[config.mk]
export PLATFORM = sky130hd
export DESIGN_NAME = rsci_bank
export DESIGN_NICKNAME = d
export VERILOG_FILES = /design/src/hdl/rsci_bank.v
export VERILOG_INCLUDE_DIRS = /design/src /design/src/hdl
export SDC_FILE = /design/constraint.sdc
export NUM_CORES = 1
export LEC_CHECK = 0
export BUFFER_PORTS_ARGS = -buffer_cell sky130_fd_sc_hd__buf_4
export CORE_MARGIN = 2
export CORE_UTILIZATION = 53
export DETAILED_ROUTE_END_ITERATION = 10
export GPL_ROUTABILITY_DRIVEN = 0
export HOLD_SLACK_MARGIN = 0.12
export PLACE_DENSITY = 0.79
export RECOVER_POWER = 50
export SYNTH_ARGS = -nofsm -noshare
export SYNTH_HDL_FRONTEND = slang
export SYNTH_SLANG_ARGS = --single-unit
[constraint.sdc]
create_clock -name hclk -period 2.4 [get_ports hclk]
set_input_delay 0.36 -clock hclk [delete_from_list [all_inputs] [get_ports hclk]]
set_output_delay 0.36 -clock hclk [all_outputs]
set_load 0.02 [all_outputs]
[src/hdl/rsci_defs.vh]
// Register offsets, field positions and timing counts of the remap status,
// root table base and context invalidation register bank.
// Assumes inclusion by the bank module only; definitions only.
`ifndef RSCI_DEFS_VH
`define RSCI_DEFS_VH

// ****************************************
// Register byte offsets
// ****************************************
`define RSCI_OFF_GLOBAL_STATUS 8'h1c
`define RSCI_OFF_ROOT_BASE_LO 8'h20
`define RSCI_OFF_ROOT_BASE_HI 8'h24
`define RSCI_OFF_CTX_CMD_LO 8'h28
`define RSCI_OFF_CTX_CMD_HI 8'h2c
`define RSCI_OFF_GLOBAL_CMD 8'h18
`define RSCI_OFF_CTRL 8'h30

// ****************************************
// Field positions
// ****************************************
`define RSCI_BIT_TRANSLATION 31
`define RSCI_BIT_ROOT 30
`define RSCI_BIT_FAULT_LOG 29
`define RSCI_BIT_FAULT_LOGGING 28
`define RSCI_BIT_FLUSH 27
// Positions inside the upper word of the context command register
`define RSCI_HI_INVALIDATE 31
`define RSCI_HI_REQ_MSB 30
`define RSCI_HI_REQ_LSB 29
`define RSCI_HI_ACT_MSB 28
`define RSCI_HI_ACT_LSB 27
// Control register fields
`define RSCI_CTRL_FLUSH_CAP 0
`define RSCI_CTRL_LOGGING_CAP 1

// ****************************************
// Granularity encodings
// ****************************************
`define RSCI_GRAN_RESERVED 2'h0
`define RSCI_GRAN_GLOBAL 2'h1
`define RSCI_GRAN_DOMAIN 2'h2
`define RSCI_GRAN_DEVICE 2'h3

// ****************************************
// Widths and reset values
// ****************************************
`define RSCI_HOST_ADDR_WIDTH 48
`define RSCI_DOMAIN_WIDTH 8
`define RSCI_CTRL_RESET 32'h0000_0003

// ****************************************
// Timing
// ****************************************
`define RSCI_CLK_NS 100
`define RSCI_OP_TIME_NS 400
`define RSCI_OP_CYCLES ((`RSCI_OP_TIME_NS + `RSCI_CLK_NS - 1) / `RSCI_CLK_NS)

`endif

[src/hdl/rsci_bank.v]
// Remap status, root table base and context invalidation register bank.
// Assumes a single AHB-Lite master on hclk; translation and invalidation
// engines outside are modelled by fixed-length internal operations.
//
// Overview of operation
// - Translation status reads 1 only while remapping is active.
// - Load-root-pointer command clears the root-pointer-loaded status.
// - Root-pointer-loaded sets in the same cycle the base is latched into the working pointer.
// - Load-fault-log command clears the fault-log-loaded status.
// - Fault-log-loaded sets once the fault log pointer is adopted.
// - Fault-logging status shows 1 enabled, 0 disabled, if supported.
// - Flush command sets flush-in-progress when flushing is required.
// - Flush-in-progress clears when the internal flush completes.
// - Root base holds bits 63:12, low 12 reserved, reads last write.
// - Root base bits at and above host address width are unimplemented.
// - Top-byte write with invalidate bit set starts context invalidation.
// - Completion clears invalidate bit and updates actual granularity together.
// - When flushing is required, flush before clearing the invalidate bit.
// - Requested granularity: 00 reserved, 01 global, 10 domain, 11 device.
// - Device may invalidate coarser than requested, reporting what it did.
// - Actual granularity reports 01 global, 11 device only when asked, or 00 for a reserved request.
// - Write-only function mask selects masked function bits; reads as zero.
// - Domain field holds supported width only; upper bits unimplemented.
// - Translation status changes only when an enable command completes.
// - Fault-logging status follows completion of the logging enable command.
//
// Added by the designer: the AHB-Lite register port.
`timescale 1ns/10ps
`include "rsci_defs.vh"

module rsci_bank (
    // Clock and reset
    input wire hclk,
    input wire hresetn,
    // AHB-Lite slave
    input wire hsel,
    input wire [7:0] haddr,
    input wire [1:0] htrans,
    input wire hwrite,
    input wire [2:0] hsize,
    input wire [31:0] hwdata,
    input wire hready,
    output wire hreadyout,
    output wire hresp,
    output reg [31:0] hrdata,
    // Status towards the remapping datapath
    output reg translation_active,
    output reg [63:0] root_pointer_r,
    output reg [1:0] function_mask_r,
    output reg [15:0] source_id_field_r
);

    // ****************************************
    // Operation engine states
    // ****************************************
    localparam [1:0] ST_IDLE = 2'b00;
    localparam [1:0] ST_FLUSH = 2'b01;
    localparam [1:0] ST_INVAL = 2'b10;
    localparam integer OP_CYC = `RSCI_OP_CYCLES;
    localparam [3:0] OP_LEN = OP_CYC[3:0];
    localparam [63:0] ROOT_MASK =
        ((64'h0000_0000_0000_0001 << `RSCI_HOST_ADDR_WIDTH) - 64'h0000_0000_0000_0001)
        & 64'hffff_ffff_ffff_f000;
    localparam [15:0] DOMAIN_MASK = (16'h0001 << `RSCI_DOMAIN_WIDTH) - 16'h0001;

    // Granularity actually used; domain requests are done globally
    function [1:0] act_gran;
        input [1:0] req;
        begin
            case (req)
                `RSCI_GRAN_DEVICE: act_gran = `RSCI_GRAN_DEVICE;
                `RSCI_GRAN_RESERVED: act_gran = `RSCI_GRAN_RESERVED;
                default: act_gran = `RSCI_GRAN_GLOBAL;
            endcase
        end
    endfunction

    // ****************************************
    // Bus address phase capture
    // ****************************************
    reg wr_pend_r;
    reg rd_pend_r;
    reg rd_wait_r;
    reg [7:0] addr_r;
    wire take = hsel & hready & htrans[1];

    always @(posedge hclk or negedge hresetn) begin
        if (!hresetn) begin
            wr_pend_r <= 1'b0;
            rd_pend_r <= 1'b0;
            rd_wait_r <= 1'b0;
            addr_r <= 8'h00;
        end else begin
            wr_pend_r <= take & hwrite;
            // Read data phase spans the wait state
            if (hready)
                rd_pend_r <= take & ~hwrite;
            rd_wait_r <= rd_pend_r & ~rd_wait_r;
            if (take)
                addr_r <= haddr;
        end
    end

    // One wait state on reads so registered hrdata stands in the data phase;
    // it also lets a write just before the read land first. Always OKAY.
    assign hreadyout = ~(rd_pend_r & ~rd_wait_r);
    assign hresp = 1'b0;

    wire wr_gcmd = wr_pend_r && addr_r == `RSCI_OFF_GLOBAL_CMD;
    wire wr_root_lo = wr_pend_r && addr_r == `RSCI_OFF_ROOT_BASE_LO;
    wire wr_root_hi = wr_pend_r && addr_r == `RSCI_OFF_ROOT_BASE_HI;
    wire wr_ctx_lo = wr_pend_r && addr_r == `RSCI_OFF_CTX_CMD_LO;
    wire wr_ctx_hi = wr_pend_r && addr_r == `RSCI_OFF_CTX_CMD_HI;
    wire wr_ctrl = wr_pend_r && addr_r == `RSCI_OFF_CTRL;

    // ****************************************
    // Registers
    // ****************************************
    reg [63:0] root_base_r;
    reg [31:0] ctrl_r;
    reg root_loaded_r;
    reg fault_log_loaded_r;
    reg fault_logging_r;
    reg flush_busy_r;
    reg invalidate_r;
    reg [1:0] req_gran_r;
    reg [1:0] act_gran_r;
    reg [15:0] domain_r;
    reg [1:0] state_r;
    reg [1:0] state_nxt;
    reg [3:0] cnt_r;
    reg [3:0] cnt_nxt;
    reg pend_root_r;
    reg pend_log_r;

    wire flush_cap = ctrl_r[`RSCI_CTRL_FLUSH_CAP];
    wire log_cap = ctrl_r[`RSCI_CTRL_LOGGING_CAP];
    wire g_te = hwdata[`RSCI_BIT_TRANSLATION];
    wire g_root = hwdata[`RSCI_BIT_ROOT];
    wire g_log = hwdata[`RSCI_BIT_FAULT_LOG];
    wire g_logging = hwdata[`RSCI_BIT_FAULT_LOGGING];
    wire g_flush = hwdata[`RSCI_BIT_FLUSH];
    wire ctx_start = wr_ctx_hi & hwdata[`RSCI_HI_INVALIDATE] & ~invalidate_r;
    wire op_done = (state_r != ST_IDLE) && cnt_r == 4'h1;

    // ****************************************
    // Flush and invalidation engine
    // ****************************************
    always @* begin
        state_nxt = state_r;
        cnt_nxt = cnt_r;
        case (state_r)
            ST_IDLE: begin
                if (ctx_start) begin
                    // Flush first when required, then invalidate
                    state_nxt = flush_cap ? ST_FLUSH : ST_INVAL;
                    cnt_nxt = OP_LEN;
                end else if (wr_gcmd && g_flush && flush_cap) begin
                    state_nxt = ST_FLUSH;
                    cnt_nxt = OP_LEN;
                end
            end
            ST_FLUSH: begin
                if (cnt_r == 4'h1) begin
                    state_nxt = invalidate_r ? ST_INVAL : ST_IDLE;
                    cnt_nxt = invalidate_r ? OP_LEN : 4'h0;
                end else begin
                    cnt_nxt = cnt_r - 4'h1;
                end
            end
            ST_INVAL: begin
                if (cnt_r == 4'h1) begin
                    state_nxt = ST_IDLE;
                    cnt_nxt = 4'h0;
                end else begin
                    cnt_nxt = cnt_r - 4'h1;
                end
            end
            default: begin
                state_nxt = ST_IDLE;
                cnt_nxt = 4'h0;
            end
        endcase
    end

    always @(posedge hclk or negedge hresetn) begin
        if (!hresetn) begin
            state_r <= ST_IDLE;
            cnt_r <= 4'h0;
        end else begin
            state_r <= state_nxt;
            cnt_r <= cnt_nxt;
        end
    end

    // ****************************************
    // Global status and pointer loading
    // ****************************************
    // Pointer loads complete one cycle after the command
    always @(posedge hclk or negedge hresetn) begin
        if (!hresetn) begin
            translation_active <= 1'b0;
            root_pointer_r <= 64'h0000_0000_0000_0000;
            root_loaded_r <= 1'b0;
            fault_log_loaded_r <= 1'b0;
            fault_logging_r <= 1'b0;
            flush_busy_r <= 1'b0;
            pend_root_r <= 1'b0;
            pend_log_r <= 1'b0;
        end else begin
            pend_root_r <= wr_gcmd & g_root;
            pend_log_r <= wr_gcmd & g_log & log_cap;
            if (wr_gcmd)
                translation_active <= g_te;
            if (wr_gcmd && log_cap)
                fault_logging_r <= g_logging;
            if (pend_root_r) begin
                root_pointer_r <= root_base_r;
                root_loaded_r <= 1'b1;
            end else if (wr_gcmd && g_root) begin
                root_loaded_r <= 1'b0;
            end
            if (pend_log_r)
                fault_log_loaded_r <= 1'b1;
            else if (wr_gcmd && g_log && log_cap)
                fault_log_loaded_r <= 1'b0;
            if (wr_gcmd && g_flush && flush_cap)
                flush_busy_r <= 1'b1;
            else if (state_r == ST_FLUSH && cnt_r == 4'h1)
                flush_busy_r <= 1'b0;
        end
    end

    // ****************************************
    // Root base and context command registers
    // ****************************************
    always @(posedge hclk or negedge hresetn) begin
        if (!hresetn) begin
            root_base_r <= 64'h0000_0000_0000_0000;
            ctrl_r <= `RSCI_CTRL_RESET;
            invalidate_r <= 1'b0;
            req_gran_r <= 2'h0;
            act_gran_r <= 2'h0;
            domain_r <= 16'h0000;
            function_mask_r <= 2'h0;
            source_id_field_r <= 16'h0000;
        end else begin
            // Unimplemented and reserved bits never stored
            if (wr_root_lo)
                root_base_r[31:0] <= hwdata & ROOT_MASK[31:0];
            if (wr_root_hi)
                root_base_r[63:32] <= hwdata & ROOT_MASK[63:32];
            if (wr_ctrl)
                ctrl_r <= {30'h0000_0000, hwdata[1:0]};
            // Writes while busy are dropped so the request stays intact
            if (wr_ctx_lo && !invalidate_r) begin
                domain_r <= hwdata[15:0] & DOMAIN_MASK;
                source_id_field_r <= hwdata[31:16];
            end
            if (ctx_start) begin
                invalidate_r <= 1'b1;
                req_gran_r <= hwdata[`RSCI_HI_REQ_MSB:`RSCI_HI_REQ_LSB];
                function_mask_r <= hwdata[1:0];
            end else if (wr_ctx_hi && !invalidate_r) begin
                req_gran_r <= hwdata[`RSCI_HI_REQ_MSB:`RSCI_HI_REQ_LSB];
                function_mask_r <= hwdata[1:0];
            end
            if (state_r == ST_INVAL && op_done) begin
                invalidate_r <= 1'b0;
                act_gran_r <= act_gran(req_gran_r);
            end
        end
    end

    // ****************************************
    // Read data
    // ****************************************
    reg [31:0] rd_val;
    always @* begin
        case (addr_r)
            `RSCI_OFF_GLOBAL_STATUS:
                rd_val = {translation_active, root_loaded_r, fault_log_loaded_r,
                          fault_logging_r, flush_busy_r, 27'h000_0000};
            `RSCI_OFF_ROOT_BASE_LO: rd_val = root_base_r[31:0];
            `RSCI_OFF_ROOT_BASE_HI: rd_val = root_base_r[63:32];
            // Write-only fields read as zero
            `RSCI_OFF_CTX_CMD_LO: rd_val = {16'h0000, domain_r};
            `RSCI_OFF_CTX_CMD_HI:
                rd_val = {invalidate_r, req_gran_r, act_gran_r, 27'h000_0000};
            `RSCI_OFF_CTRL: rd_val = ctrl_r;
            default: rd_val = 32'h0000_0000;
        endcase
    end

    always @(posedge hclk or negedge hresetn) begin
        if (!hresetn)
            hrdata <= 32'h0000_0000;
        else if (rd_pend_r && !rd_wait_r)
            hrdata <= rd_val;
    end

endmodule

-- Word-level counts from Yosys, hierarchy flattened
Cells that the tools add are included.
- register bits: 161
- bits of input ports: 50
- output and inout port bits: 117
- logic and storage cells: 109
- add/sub/neg operators: 1
- eq/ne operators: 14
- muxes and demuxes: 27
- bitwise operators: 14
- reduce and logical (&&, ||, !) cells: 29
- operators by type and width (cell ; number):
    $pmux 32 s6 ; 1
    $eq 8x6->1 const B ; 5
    $mux 2 ; 10
    $logic_and 1x1->1 ; 18
    $eq 8x5->1 const B ; 2
    $mux 4 ; 4
    $pmux 4 s3 ; 1
    $reduce_bool 2->1 ; 6
    $and 1x1->1 ; 10
    $mux 1 ; 8
    $pmux 2 s3 ; 1
    $eq 2x2->1 const B ; 2
    $eq 4x1->1 const B ; 1
    $logic_not 2->1 ; 2
    $ne 2x2->1 const B ; 2
    $not 1->1 ; 4
    $pmux 2 s2 ; 1
    $sub 4x1->4 const B ; 1
    $mux 3 ; 1
    $ne 3x3->1 const B ; 1
    $reduce_and 3->1 ; 1
    $eq 2x1->1 const B ; 1
    $logic_not 1->1 ; 2

-- Logic depth before layout (Yosys ltp)
Gate-level depths: netlist of the first run.
- depth in word-level cells: 7
- mapped depth: 6
- gate-level depth less buffers: 6

-- Worst setup path before layout of the first run
OpenSTA, ideal clock, no wires.
- path kind: reg2reg
- start: reg addr_r[4]
- end: reg root_base_r[37]
- library setup time: 125 ps
- arrival time: 1885 ps
- required time: 2275 ps
- path slack: 390 ps
- stages on the path, launching flop included: 7
- path buffers: 2
- clock period less this slack: 2010 ps
- cell sequence: dfrtp_1 > or4b_4 > buf_6 > nor4_4 > nand2_2 > buf_6 > mux2_4
- longest elaborated chain between the ends: 2
- RTL lines (element ; line ; RTL):
    from (decl) ; rsci_bank.v:84 ; reg [7:0] addr_r;
    from (signal assigned) ; rsci_bank.v:100 ; addr_r <= haddr;
    $eq 8x6->1 ; - ;
    $logic_and 1x1->1 (no source line) ; - ;
    to (signal assigned) ; rsci_bank.v:252 ; root_base_r[63:32] <= hwdata & ROOT_MASK[63:32];
    to (decl) ; rsci_bank.v:119 ; reg [63:0] root_base_r;
No other way between the ends.
A chain may end at the register's enable or synchronous reset.

-- Worst setup path in the final report of the first run
- start: reg addr_r[4]
- end: reg root_base_r[43]
The elaborated chain is that of the path after synthesis.

==> run_results.csv, run 1 <==
group,metric,value,unit
run_status,status,"complete, but fails checks",
run_status,violations,"capacitance limit, slew limit",
clocking,cts_tree,"done",
yosys,netlist_instances,493,
critical_path,rr_startpoint,"addr_r[4]$_DFFE_PN0P_",
layout,area_growth,24.0,%
floorplanning,die_w,117,um
detailed_routing,ant_nets,0,
critical_path,cp.arrival,2.54,ns
grt,grt_pass1_wl,23500,um
timing,rsz0062_at_grt,"false",
grt,grtUsageTotal,0.232,
yosys,yosysSeqAreaShare,0.600,
timing,finalHoldViolations,0,
layout,nFillCells,968,
power,power_density,814,nW/um2
detailed_routing,drt-total-wl,15000,um
hold_path,min_path_type,"in2reg",
hold_path,min_from,"hready",
detailed_routing,routed_via_density,5.37,
power,power_frac_clock,0.412,
detailed_routing,drcViolationCount,0,
grt,grt_max_degree,61,
clocking,cts-root-buf,"clkbuf_16",
floorplanning,die_area,13600,um2
power,ir_worst_vdd,0.590,mV
detailed_routing,vias,4427,
floorplanning,start_util,0.537,
detailed_routing,dr.pass1.iters,4,
yosys,yosysTopAreaCellShare,0.592,
yosys,ys_types,49,
critical_path,crit_type,"reg2reg",
timing,post-route-min-period,2.24,ns
clocking,post_cts_buffers,0,
floorplanning,core_area,12500,um2
clocking,htreeDepth,4,
power,p_sw,1.73,mW
clocking,clk_latency,0.42,ns
power,switching_share,0.254,
detailed_routing,met3WireLength,643,um
critical_path,startpoint,"addr_r[4]$_DFFE_PN0P_",
yosys,synth_area,6720,um2
placement,place_area,7860,um2
timing,finalSetupTns,0,ns
layout,design_area,8340,um2
power,seqPwrFrac,0.457,
grt,antenna_found_initial,0,
layout,layout-drive-gt1-share,0.413,
floorplanning,rows,41,
layout,finalNonFillerCells,825,
detailed_routing,wl_met1,6210,um
layout,utilization,0.666,
timing,slew_violations,61,
placement,hpwl,10300,um
timing,finalCritPeriodShare,0.933,
detailed_routing,drt-initial-drc-count,309,
timing,worst_pin_slew,1.51,ns
detailed_routing,wl_met2,7760,um
clocking,clockBufferDepth,2,
floorplanning,dieHeight,117,um
placement,dp.cells,792,
critical_path,crit_fanout,16,
floorplanning,io_pins,167,
critical_path,worstPathRequired,2.70,ns
yosys,avgSynthCellArea,13.6,um2
detailed_routing,highest_layer,"met4",
timing,slew_headroom,-0.00860,
clocking,clock-sinks,161,
clocking,path_clk_slew,0.06,ns
placement,io_buffers,133,
yosys,netlist_top_cells_area,"dfrtp_1, mux2_2, buf_4",
power,p_leak,4.04,nW
yosys,synth.yosys.warnings,0,
layout,nNetsFinal,693,
yosys,ys_seq_elements,161,
job,cap_violations,1,
grt,grt_overflow,0,
timing,finalSetupViolations,0,
grt,grt_pass1_vias,4531,
yosys,yosys.area.top_type,"dfrtp_1",
detailed_routing,wl_per_cell,18.1,um
timing,fmax,447,MHz
timing,fin_worst_skew,0.00591,ns
layout,num_antenna_cells,0,
yosys,synth_ff_type,"dfrtp_1",
yosys,async_flop_share,1.00,
timing,layout_setup_ws,0.161,ns
critical_path,startpoint_type,"flop",
clocking,numCtsBuffers,17,
critical_path,critPathCaptureType,"flop",
power,p_comb_frac,0.131,
yosys,synth_edf_count,0,
power,p_int,5.06,mW
placement,dp_slack,0.161,ns
==> cell usage in the layout, fill, tap and decap left out, drive strengths merged, types with 6 or more instances in the layout <==
cell type  instances
dfrtp            159
mux2             111
buf              110
clkbuf            59
nor2              34
conb              29
nand2             19
a221oi            13
a22o              13
inv               11
nand3              8
o21ai              8
a21oi              6
==> stage by stage <==
stage	power, mW	hold WS [ns]
floorplan	3.68	0.0644
global placement	4.03	0.374
detailed placement	4.09	0.381
CTS	6.88	0.124
global route	7.07	0.127
finish	6.79	0.137
==> registers in the layout (all words and copies together), names as in the netlist, 2 cells and up <==
register and flops:
domain_r 8, req_gran_r 2, state_r 2, addr_r 8
act_gran_r 2, function_mask_r 2, ctrl_r 2, root_base_r 36
hrdata 32, cnt_r 4, source_id_field_r 16, root_pointer_r 36
==> path summary, 6_finish.rpt <==
kind / slack (ns) / cells after the start / end
max reg2reg: 0.16 / 4 / root_base_r[43]$_DFFE_PN0P_
min in group asynchronous: 0.85 / 2 / cnt_r[1]$_DFFE_PN0P_
min: 0.14 / 2 / rd_pend_r$_DFFE_PN0P_
max in group asynchronous: 0.33 / 3 / hrdata[23]$_DFFE_PN0P_
max: 0.16 / 4 / root_base_r[43]$_DFFE_PN0P_
min reg2reg: 0.47 / 2 / hrdata[8]$_DFFE_PN0P_
==> routing by layer <==
layer | up-vias | global-route usage
li1 | 1994 | -
met1 | 2263 | 0.290
met2 | 139 | 0.394
met3 | 31 | 0.0509
met4 | 0 | 0.0973
met5 | - | 0
==> critical path, cell delays in order (launching register included) <==
cell and delay, ns:
dfrtp_1 0.40, or4b_4 0.67, nor4_4 0.26, nand2_2 0.37, mux2_4 0.42
==> cell families (layout without fill, tap and decap cells) <==
family,Yosys count,count (layout),synth area share
buffers and inverters,61,193,0.0558
flip-flops,161,161,0.600
adder cells (fa/ha/maj),2,2,0.00372
multiplexers,112,112,0.193
AND/OR/NAND/NOR,91,91,0.0750
AO/OA/AOI/OAI,65,65,0.0724
other,1,29,0.000558
==> power groups by stage <==
stage                     clock network, mW  registers [mW]  logic [mW]
after floorplan                           0            3.24       0.440
after global routing                   2.96            3.13       0.974
after global placement                    0            3.13       0.905
final                                  2.80            3.10       0.893
after CTS                              2.83            3.10       0.943
after detailed placement                  0            3.15       0.937
==> cell usage after synthesis, types with 5 or more instances <==
library cell and count:
a21oi_1 6, a221oi_1 13, a22o_1 13, a31oi_1 5, buf_2 6, buf_4 29
clkbuf_1 11, dfrtp_1 159, inv_1 11, mux2_2 101, mux2_4 10, nand2_1 17
nand2b_1 5, nand3_1 8, nor2_1 34, o21a_1 5, o21ai_0 8
==> area by class of cell <==
cell class | instances | area [um2] | share of cell area
clock buffers | 20 | 447 | 0.0536
clock inverters | 11 | 163 | 0.0195
inverters | 11 | 41.3 | 0.00495
multi-input cells | 299 | 2420 | 0.290
flip-flops and latches | 161 | 4030 | 0.483
well taps | 172 | 215 | 0.0258
repair buffers | 151 | 1020 | 0.122
==> repair_timing <==
action | CTS | global route
hold buffers | 2 | 0
resized for setup | 0 | 0
endpoints found under the hold margin | 57 | 0
Power figures use the tool's default switching activity.
==> run 2, diff against run 1 <==
--- a/config.mk
+++ b/config.mk
@@ -8,11 +8,11 @@
 export LEC_CHECK = 0
 export BUFFER_PORTS_ARGS = -buffer_cell sky130_fd_sc_hd__buf_4
 export CORE_MARGIN = 2
-export CORE_UTILIZATION = 53
+export CORE_UTILIZATION = 55
 export DETAILED_ROUTE_END_ITERATION = 10
 export GPL_ROUTABILITY_DRIVEN = 0
 export HOLD_SLACK_MARGIN = 0.12
-export PLACE_DENSITY = 0.79
+export PLACE_DENSITY = 0.82
 export RECOVER_POWER = 50
 export SYNTH_ARGS = -nofsm -noshare
 export SYNTH_HDL_FRONTEND = slang
==> constraint.sdc (replaced) <==
create_clock -name hclk -period 2.6 [get_ports hclk]
set_input_delay 0.39 -clock hclk [delete_from_list [all_inputs] [get_ports hclk]]
set_output_delay 0.39 -clock hclk [all_outputs]
set_load 0.02 [all_outputs]
==> run 2 against run 1 <==
  * Sequential cell count unchanged
  * Global-route usage rose by 0.58 points
  * Final area is 1.0% lower
  * Clock skew increased by 0.0079 ns
  * Sequential power shrank 7.7%
  * The flow now finishes without violations
  * First-iteration DRC count increased by 9.1%
  * Critical path depth is the same
  * Clock power decreased by 14%
==> run_results.csv, run 2 (synthesis results as in run 1) <==
group,metric,value,unit
placement,io_buffers,133,
timing,finalSetupTns,0,ns
critical_path,startpoint_type,"flop",
timing,fin_hold_ws,0.143,ns
timing,fmax,436,MHz
layout,nNetsFinal,693,
placement,dp.cells,768,
clocking,numCtsBuffers,17,
critical_path,cp.arrival,2.59,ns
critical_path,worstPathRequired,2.90,ns
grt,grtUsageTotal,0.238,
floorplanning,start_util,0.562,
grt,grt_max_degree,74,
layout,top_regs,"root_base_r x36, root_pointer_r x36, hrdata x32",
floorplanning,dieHeight,115,um
layout,final_cell_mix,"dfrtp_1, buf_4, mux2_2",
grt,grt_overflow,0,
grt,antenna_found_initial,0,
clocking,cts.repair.resized,0,
run_status,status,"completed",
floorplanning,die_w,115,um
power,power_density,739,nW/um2
clocking,clk_latency,0.42,ns
power,ir_worst_vdd,0.443,mV
layout,area_growth,22.8,%
detailed_routing,drt-initial-drc-count,337,
timing,finalCritPeriodShare,0.881,
floorplanning,core_area,12000,um2
grt,grt_pass1_wl,23600,um
floorplanning,rows,40,
timing,worst_pin_slew,0.946,ns
clocking,clockBufferDepth,2,
power,p_leak,4.01,nW
timing,slew_violations,0,
clocking,clock-sinks,161,
clocking,cts_tree,"done",
layout,design_area,8250,um2
placement,hpwl,10400,um
timing,finalHoldViolations,0,
timing,slew_headroom,0.369,
layout,multi_input_area,2420,um2
timing,fin_worst_skew,0.0138,ns
hold_path,min_path_type,"in2reg",
critical_path,crit_type,"reg2reg",
detailed_routing,wl_per_cell,18.7,um
layout,finalNonFillerCells,801,
timing,post-route-min-period,2.29,ns
layout,num_antenna_cells,0,
clocking,htreeDepth,4,
clocking,post_cts_buffers,0,
detailed_routing,drcViolationCount,0,
detailed_routing,dr.pass1.iters,4,
layout,seqCellArea,4030,um2
detailed_routing,ant_nets,0,
layout,layout-drive-gt1-share,0.405,
hold_path,whs_path_depth,2,
grt,grt_pass1_vias,4516,
layout,nFillCells,859,
timing,finalSetupViolations,0,
clocking,path_clk_slew,0.06,ns
floorplanning,io_pins,167,
clocking,cts-root-buf,"clkbuf_16",
critical_path,crit_fanout,12,
critical_path,rr_worst_depth,4,
detailed_routing,routed_via_density,5.51,
timing,rsz0062_at_grt,"false",
placement,place_area,7850,um2
detailed_routing,drt-total-wl,15000,um
job,cap_violations,0,
critical_path,critPathCaptureType,"flop",
floorplanning,die_area,13100,um2
layout,final_common_cell,"dfrtp_1",
detailed_routing,vias,4413,
==> run 2: layout make-up <==
cell class / count / share of cell area
Clock inverter: 10 / 0.0133
Tap cell: 147 / 0.0223
Sequential cell: 161 / 0.488
Timing Repair Buffer: 151 / 0.121
Multi-Input combinational cell: 299 / 0.293
Clock buffer: 22 / 0.0562
Inverter: 11 / 0.00500
==> run 2: power by group <==
part	internal, mW	total, mW	switching [mW]
registers	2.70	2.86	0.160
clock network	1.46	2.42	0.962
logic	0.351	0.825	0.475
total	4.51	6.10	1.60
==> run 2: final timing paths <==
| check | from | to | slack (ns) |
|---|---|---|---|
| max | addr_r[4]$_DFFE_PN0P_ | cnt_r[0]$_DFFE_PN0P_ | 0.31 |
| max in group asynchronous | hresetn | root_base_r[31]$_DFFE_PN0P_ | 0.67 |
| max reg2reg | addr_r[4]$_DFFE_PN0P_ | cnt_r[0]$_DFFE_PN0P_ | 0.31 |
| min in group asynchronous | hresetn | root_pointer_r[42]$_DFFE_PN0P_ | 0.53 |
| min reg2reg | pend_log_r$_DFF_PN0_ | fault_log_loaded_r$_DFFE_PN0P_ | 0.45 |
| min | hwrite | rd_pend_r$_DFFE_PN0P_ | 0.14 |
==> run 2: metal layers <==
metal	part of all wire	track usage
met1	0.42	0.309
met2	0.51	0.388
met3	0.055	0.0614
met4	0.016	0.0878
met5	0	0
==> run 2: through the flow <==
step | setup slack, ns | total power [mW] | util
global placement | 0.400 | 3.72 | 0.656
floorplan | 0.590 | 3.40 | -
detailed placement | 0.344 | 3.77 | 0.656
CTS | 0.333 | 6.19 | 0.705
finish | 0.309 | 6.10 | 0.690
global route | 0.252 | 6.35 | 0.690
==> run 2: worst max-delay path, stage by stage (launching register included) <==
cell,delay (ns)
dfrtp_1,0.40
or4b_4,0.67
and4b_1,0.56
a32oi_1,0.23
a32o_1,0.32
==> run 2: repair_timing <==
action                                  4_1_cts  5_1_grt
hold buffers                                  1        0
hold endpoints to repair                     70        0
endpoints found under the setup margin        0        0
==> run 3, diff against run 2 <==
--- a/config.mk
+++ b/config.mk
@@ -8,11 +8,11 @@
 export LEC_CHECK = 0
 export BUFFER_PORTS_ARGS = -buffer_cell sky130_fd_sc_hd__buf_4
 export CORE_MARGIN = 2
-export CORE_UTILIZATION = 55
+export CORE_UTILIZATION = 49
 export DETAILED_ROUTE_END_ITERATION = 10
 export GPL_ROUTABILITY_DRIVEN = 0
 export HOLD_SLACK_MARGIN = 0.12
-export PLACE_DENSITY = 0.82
+export PLACE_DENSITY = 0.74
 export RECOVER_POWER = 50
 export SYNTH_ARGS = -nofsm -noshare
 export SYNTH_HDL_FRONTEND = slang
==> run 3 against run 2 <==
  * Sequential power barely moved
  * Critical path depth unchanged
  * Clock-buffer cell count rose by 4
  * Die area up 12%
  * Cell count rose by 3.4%
  * Via count increased by 0.45%
  * Core utilization down 7.1 points
  * Wire length shrank 2.2%
  * Register-to-register slack improved by 0.03 ns
  * Sequential share of layout area is 0.059 points lower
  * Highest routed layer unchanged
==> run_results.csv, run 3 (synthesis results as in run 1) <==
group,metric,value,unit
detailed_routing,ant_nets,0,
floorplanning,dieHeight,121,um
layout,num_antenna_cells,0,
power,power_density,748,nW/um2
layout,design_area,8270,um2
power,finalPower,6.19,mW
timing,post-route-min-period,2.26,ns
floorplanning,die_area,14700,um2
clocking,clock-sinks,161,
floorplanning,io_pins,167,
timing,finalSetupTns,0,ns
detailed_routing,wl_per_cell,17.7,um
clocking,post_cts_buffers,0,
grt,grt_overflow,0,
detailed_routing,drt-initial-drc-count,254,
power,ir_worst_vdd,0.375,mV
grt,antenna_found_initial,0,
critical_path,crit_fanout,12,
layout,utilization,0.619,
critical_path,startpoint_type,"flop",
layout,final_common_cell,"dfrtp_1",
power,p_leak,3.97,nW
critical_path,reg2reg_slack,0.34,ns
layout,nFillCells,1097,
grt,grt_max_degree,70,
hold_path,min_path_type,"in2reg",
timing,finalHoldViolations,0,
floorplanning,rows,42,
layout,final_cell_mix,"dfrtp_1, mux2_2, buf_4",
detailed_routing,drt-total-wl,14600,um
timing,fmax,443,MHz
timing,slew_violations,0,
grt,grt_pass1_wl,23100,um
layout,layout-drive-gt1-share,0.383,
placement,io_buffers,133,
run_status,status,"completed",
critical_path,critPathCaptureType,"flop",
critical_path,rr_worst_depth,4,
critical_path,crit_type,"reg2reg",
critical_path,crit_end,"cnt_r[0]$_DFFE_PN0P_",
detailed_routing,drcViolationCount,0,
clocking,numCtsBuffers,17,
timing,fin_worst_skew,0.00864,ns
clocking,cts-root-buf,"clkbuf_16",
floorplanning,core_area,13300,um2
detailed_routing,routed_via_density,5.35,
floorplanning,die_w,121,um
grt,grtUsageTotal,0.208,
timing,finalSetupViolations,0,
layout,area_growth,22.9,%
timing,finalCritPeriodShare,0.868,
timing,rsz0062_at_grt,"false",
clocking,clockBufferDepth,2,
critical_path,rr_endpoint,"cnt_r[0]$_DFFE_PN0P_",
timing,slew_headroom,0.264,
timing,worst_pin_slew,1.10,ns
clocking,cts_tree,"done",
critical_path,rr_startpoint,"addr_r[4]$_DFFE_PN0P_",
layout,nNetsFinal,692,
critical_path,cp.arrival,2.57,ns
layout,top_regs,"root_base_r x36, root_pointer_r x36, hrdata x32",
clocking,htreeDepth,4,
critical_path,worstPathRequired,2.91,ns
detailed_routing,dr.pass1.iters,4,
detailed_routing,vias,4433,
critical_path,startpoint,"addr_r[4]$_DFFE_PN0P_",
floorplanning,start_util,0.504,
clocking,path_clk_slew,0.06,ns
clocking,clk_latency,0.42,ns
job,cap_violations,0,
placement,hpwl,10200,um
placement,place_area,7860,um2
grt,grt_pass1_vias,4431,
timing,fin_hold_ws,0.144,ns
[run 3: area by class of cell]
| cell class | instances | area, um2 | share of cell area |
|---|---|---|---|
| Clock inverter | 5 | 100 | 0.0121 |
| Sequential cell | 161 | 4030 | 0.488 |
| Clock buffer | 26 | 499 | 0.0604 |
| Timing Repair Buffer | 150 | 951 | 0.115 |
| Multi-Input combinational cell | 299 | 2420 | 0.293 |
| Tap cell | 176 | 220 | 0.0266 |
| Inverter | 11 | 41.3 | 0.00499 |
[run 3: what timing repair did]
action | 4_1_cts | 5_1_grt
gates resized for setup | 0 | 0
endpoints found under the hold margin | 63 | 0
hold buffers | 1 | 0
[run 3: how the worst min path moves through the flow]
stage                     slack (ns)     from  cells past startpoint                          endpoint
final                           0.14   hwrite                      2             rd_pend_r$_DFFE_PN0P_
after global routing            0.13   hwrite                      2             rd_pend_r$_DFFE_PN0P_
after CTS                       0.13   hwrite                      2             rd_pend_r$_DFFE_PN0P_
after detailed placement        0.44  hresetn                      1  source_id_field_r[4]$_DFFE_PN0P_
after global placement          0.42  hresetn                      1  source_id_field_r[4]$_DFFE_PN0P_
after floorplan                 0.09  hresetn                      0         act_gran_r[0]$_DFFE_PN0P_
[run 3: per-stage QoR]
| step | cells | setup WS, ns |
|---|---|---|
| after floorplan | 521 | 0.590 |
| after global placement | 796 | 0.382 |
| after detailed placement | 796 | 0.356 |
| after CTS | 828 | 0.341 |
| after global routing | 828 | 0.175 |
| final | 828 | 0.343 |
[run 3: critical path: stages (launching register included)]
cell and delay (ns):
dfrtp_1 0.40, or4b_4 0.67, and4b_1 0.55, a32oi_1 0.22, a32o_1 0.31
[run 3: layer usage]
| metal | GRT usage | vias to the layer above | routed length, um |
|---|---|---|---|
| met4 | 0.0898 | 0 | 329 |
| met1 | 0.267 | 2248 | 6210 |
| met3 | 0.0498 | 30 | 737 |
| li1 | - | 2005 | - |
| met2 | 0.338 | 150 | 7360 |
| met5 | 0 | - | 0 |
[run 3: power breakdown]
group	total [mW]	leakage, nW	internal [mW]	switching, mW
Sequential	2.86	2.02	2.70	0.158
Combinational	0.810	1.66	0.347	0.463
Clock	2.52	0.294	1.60	0.913
Total	6.19	3.97	4.65	1.53
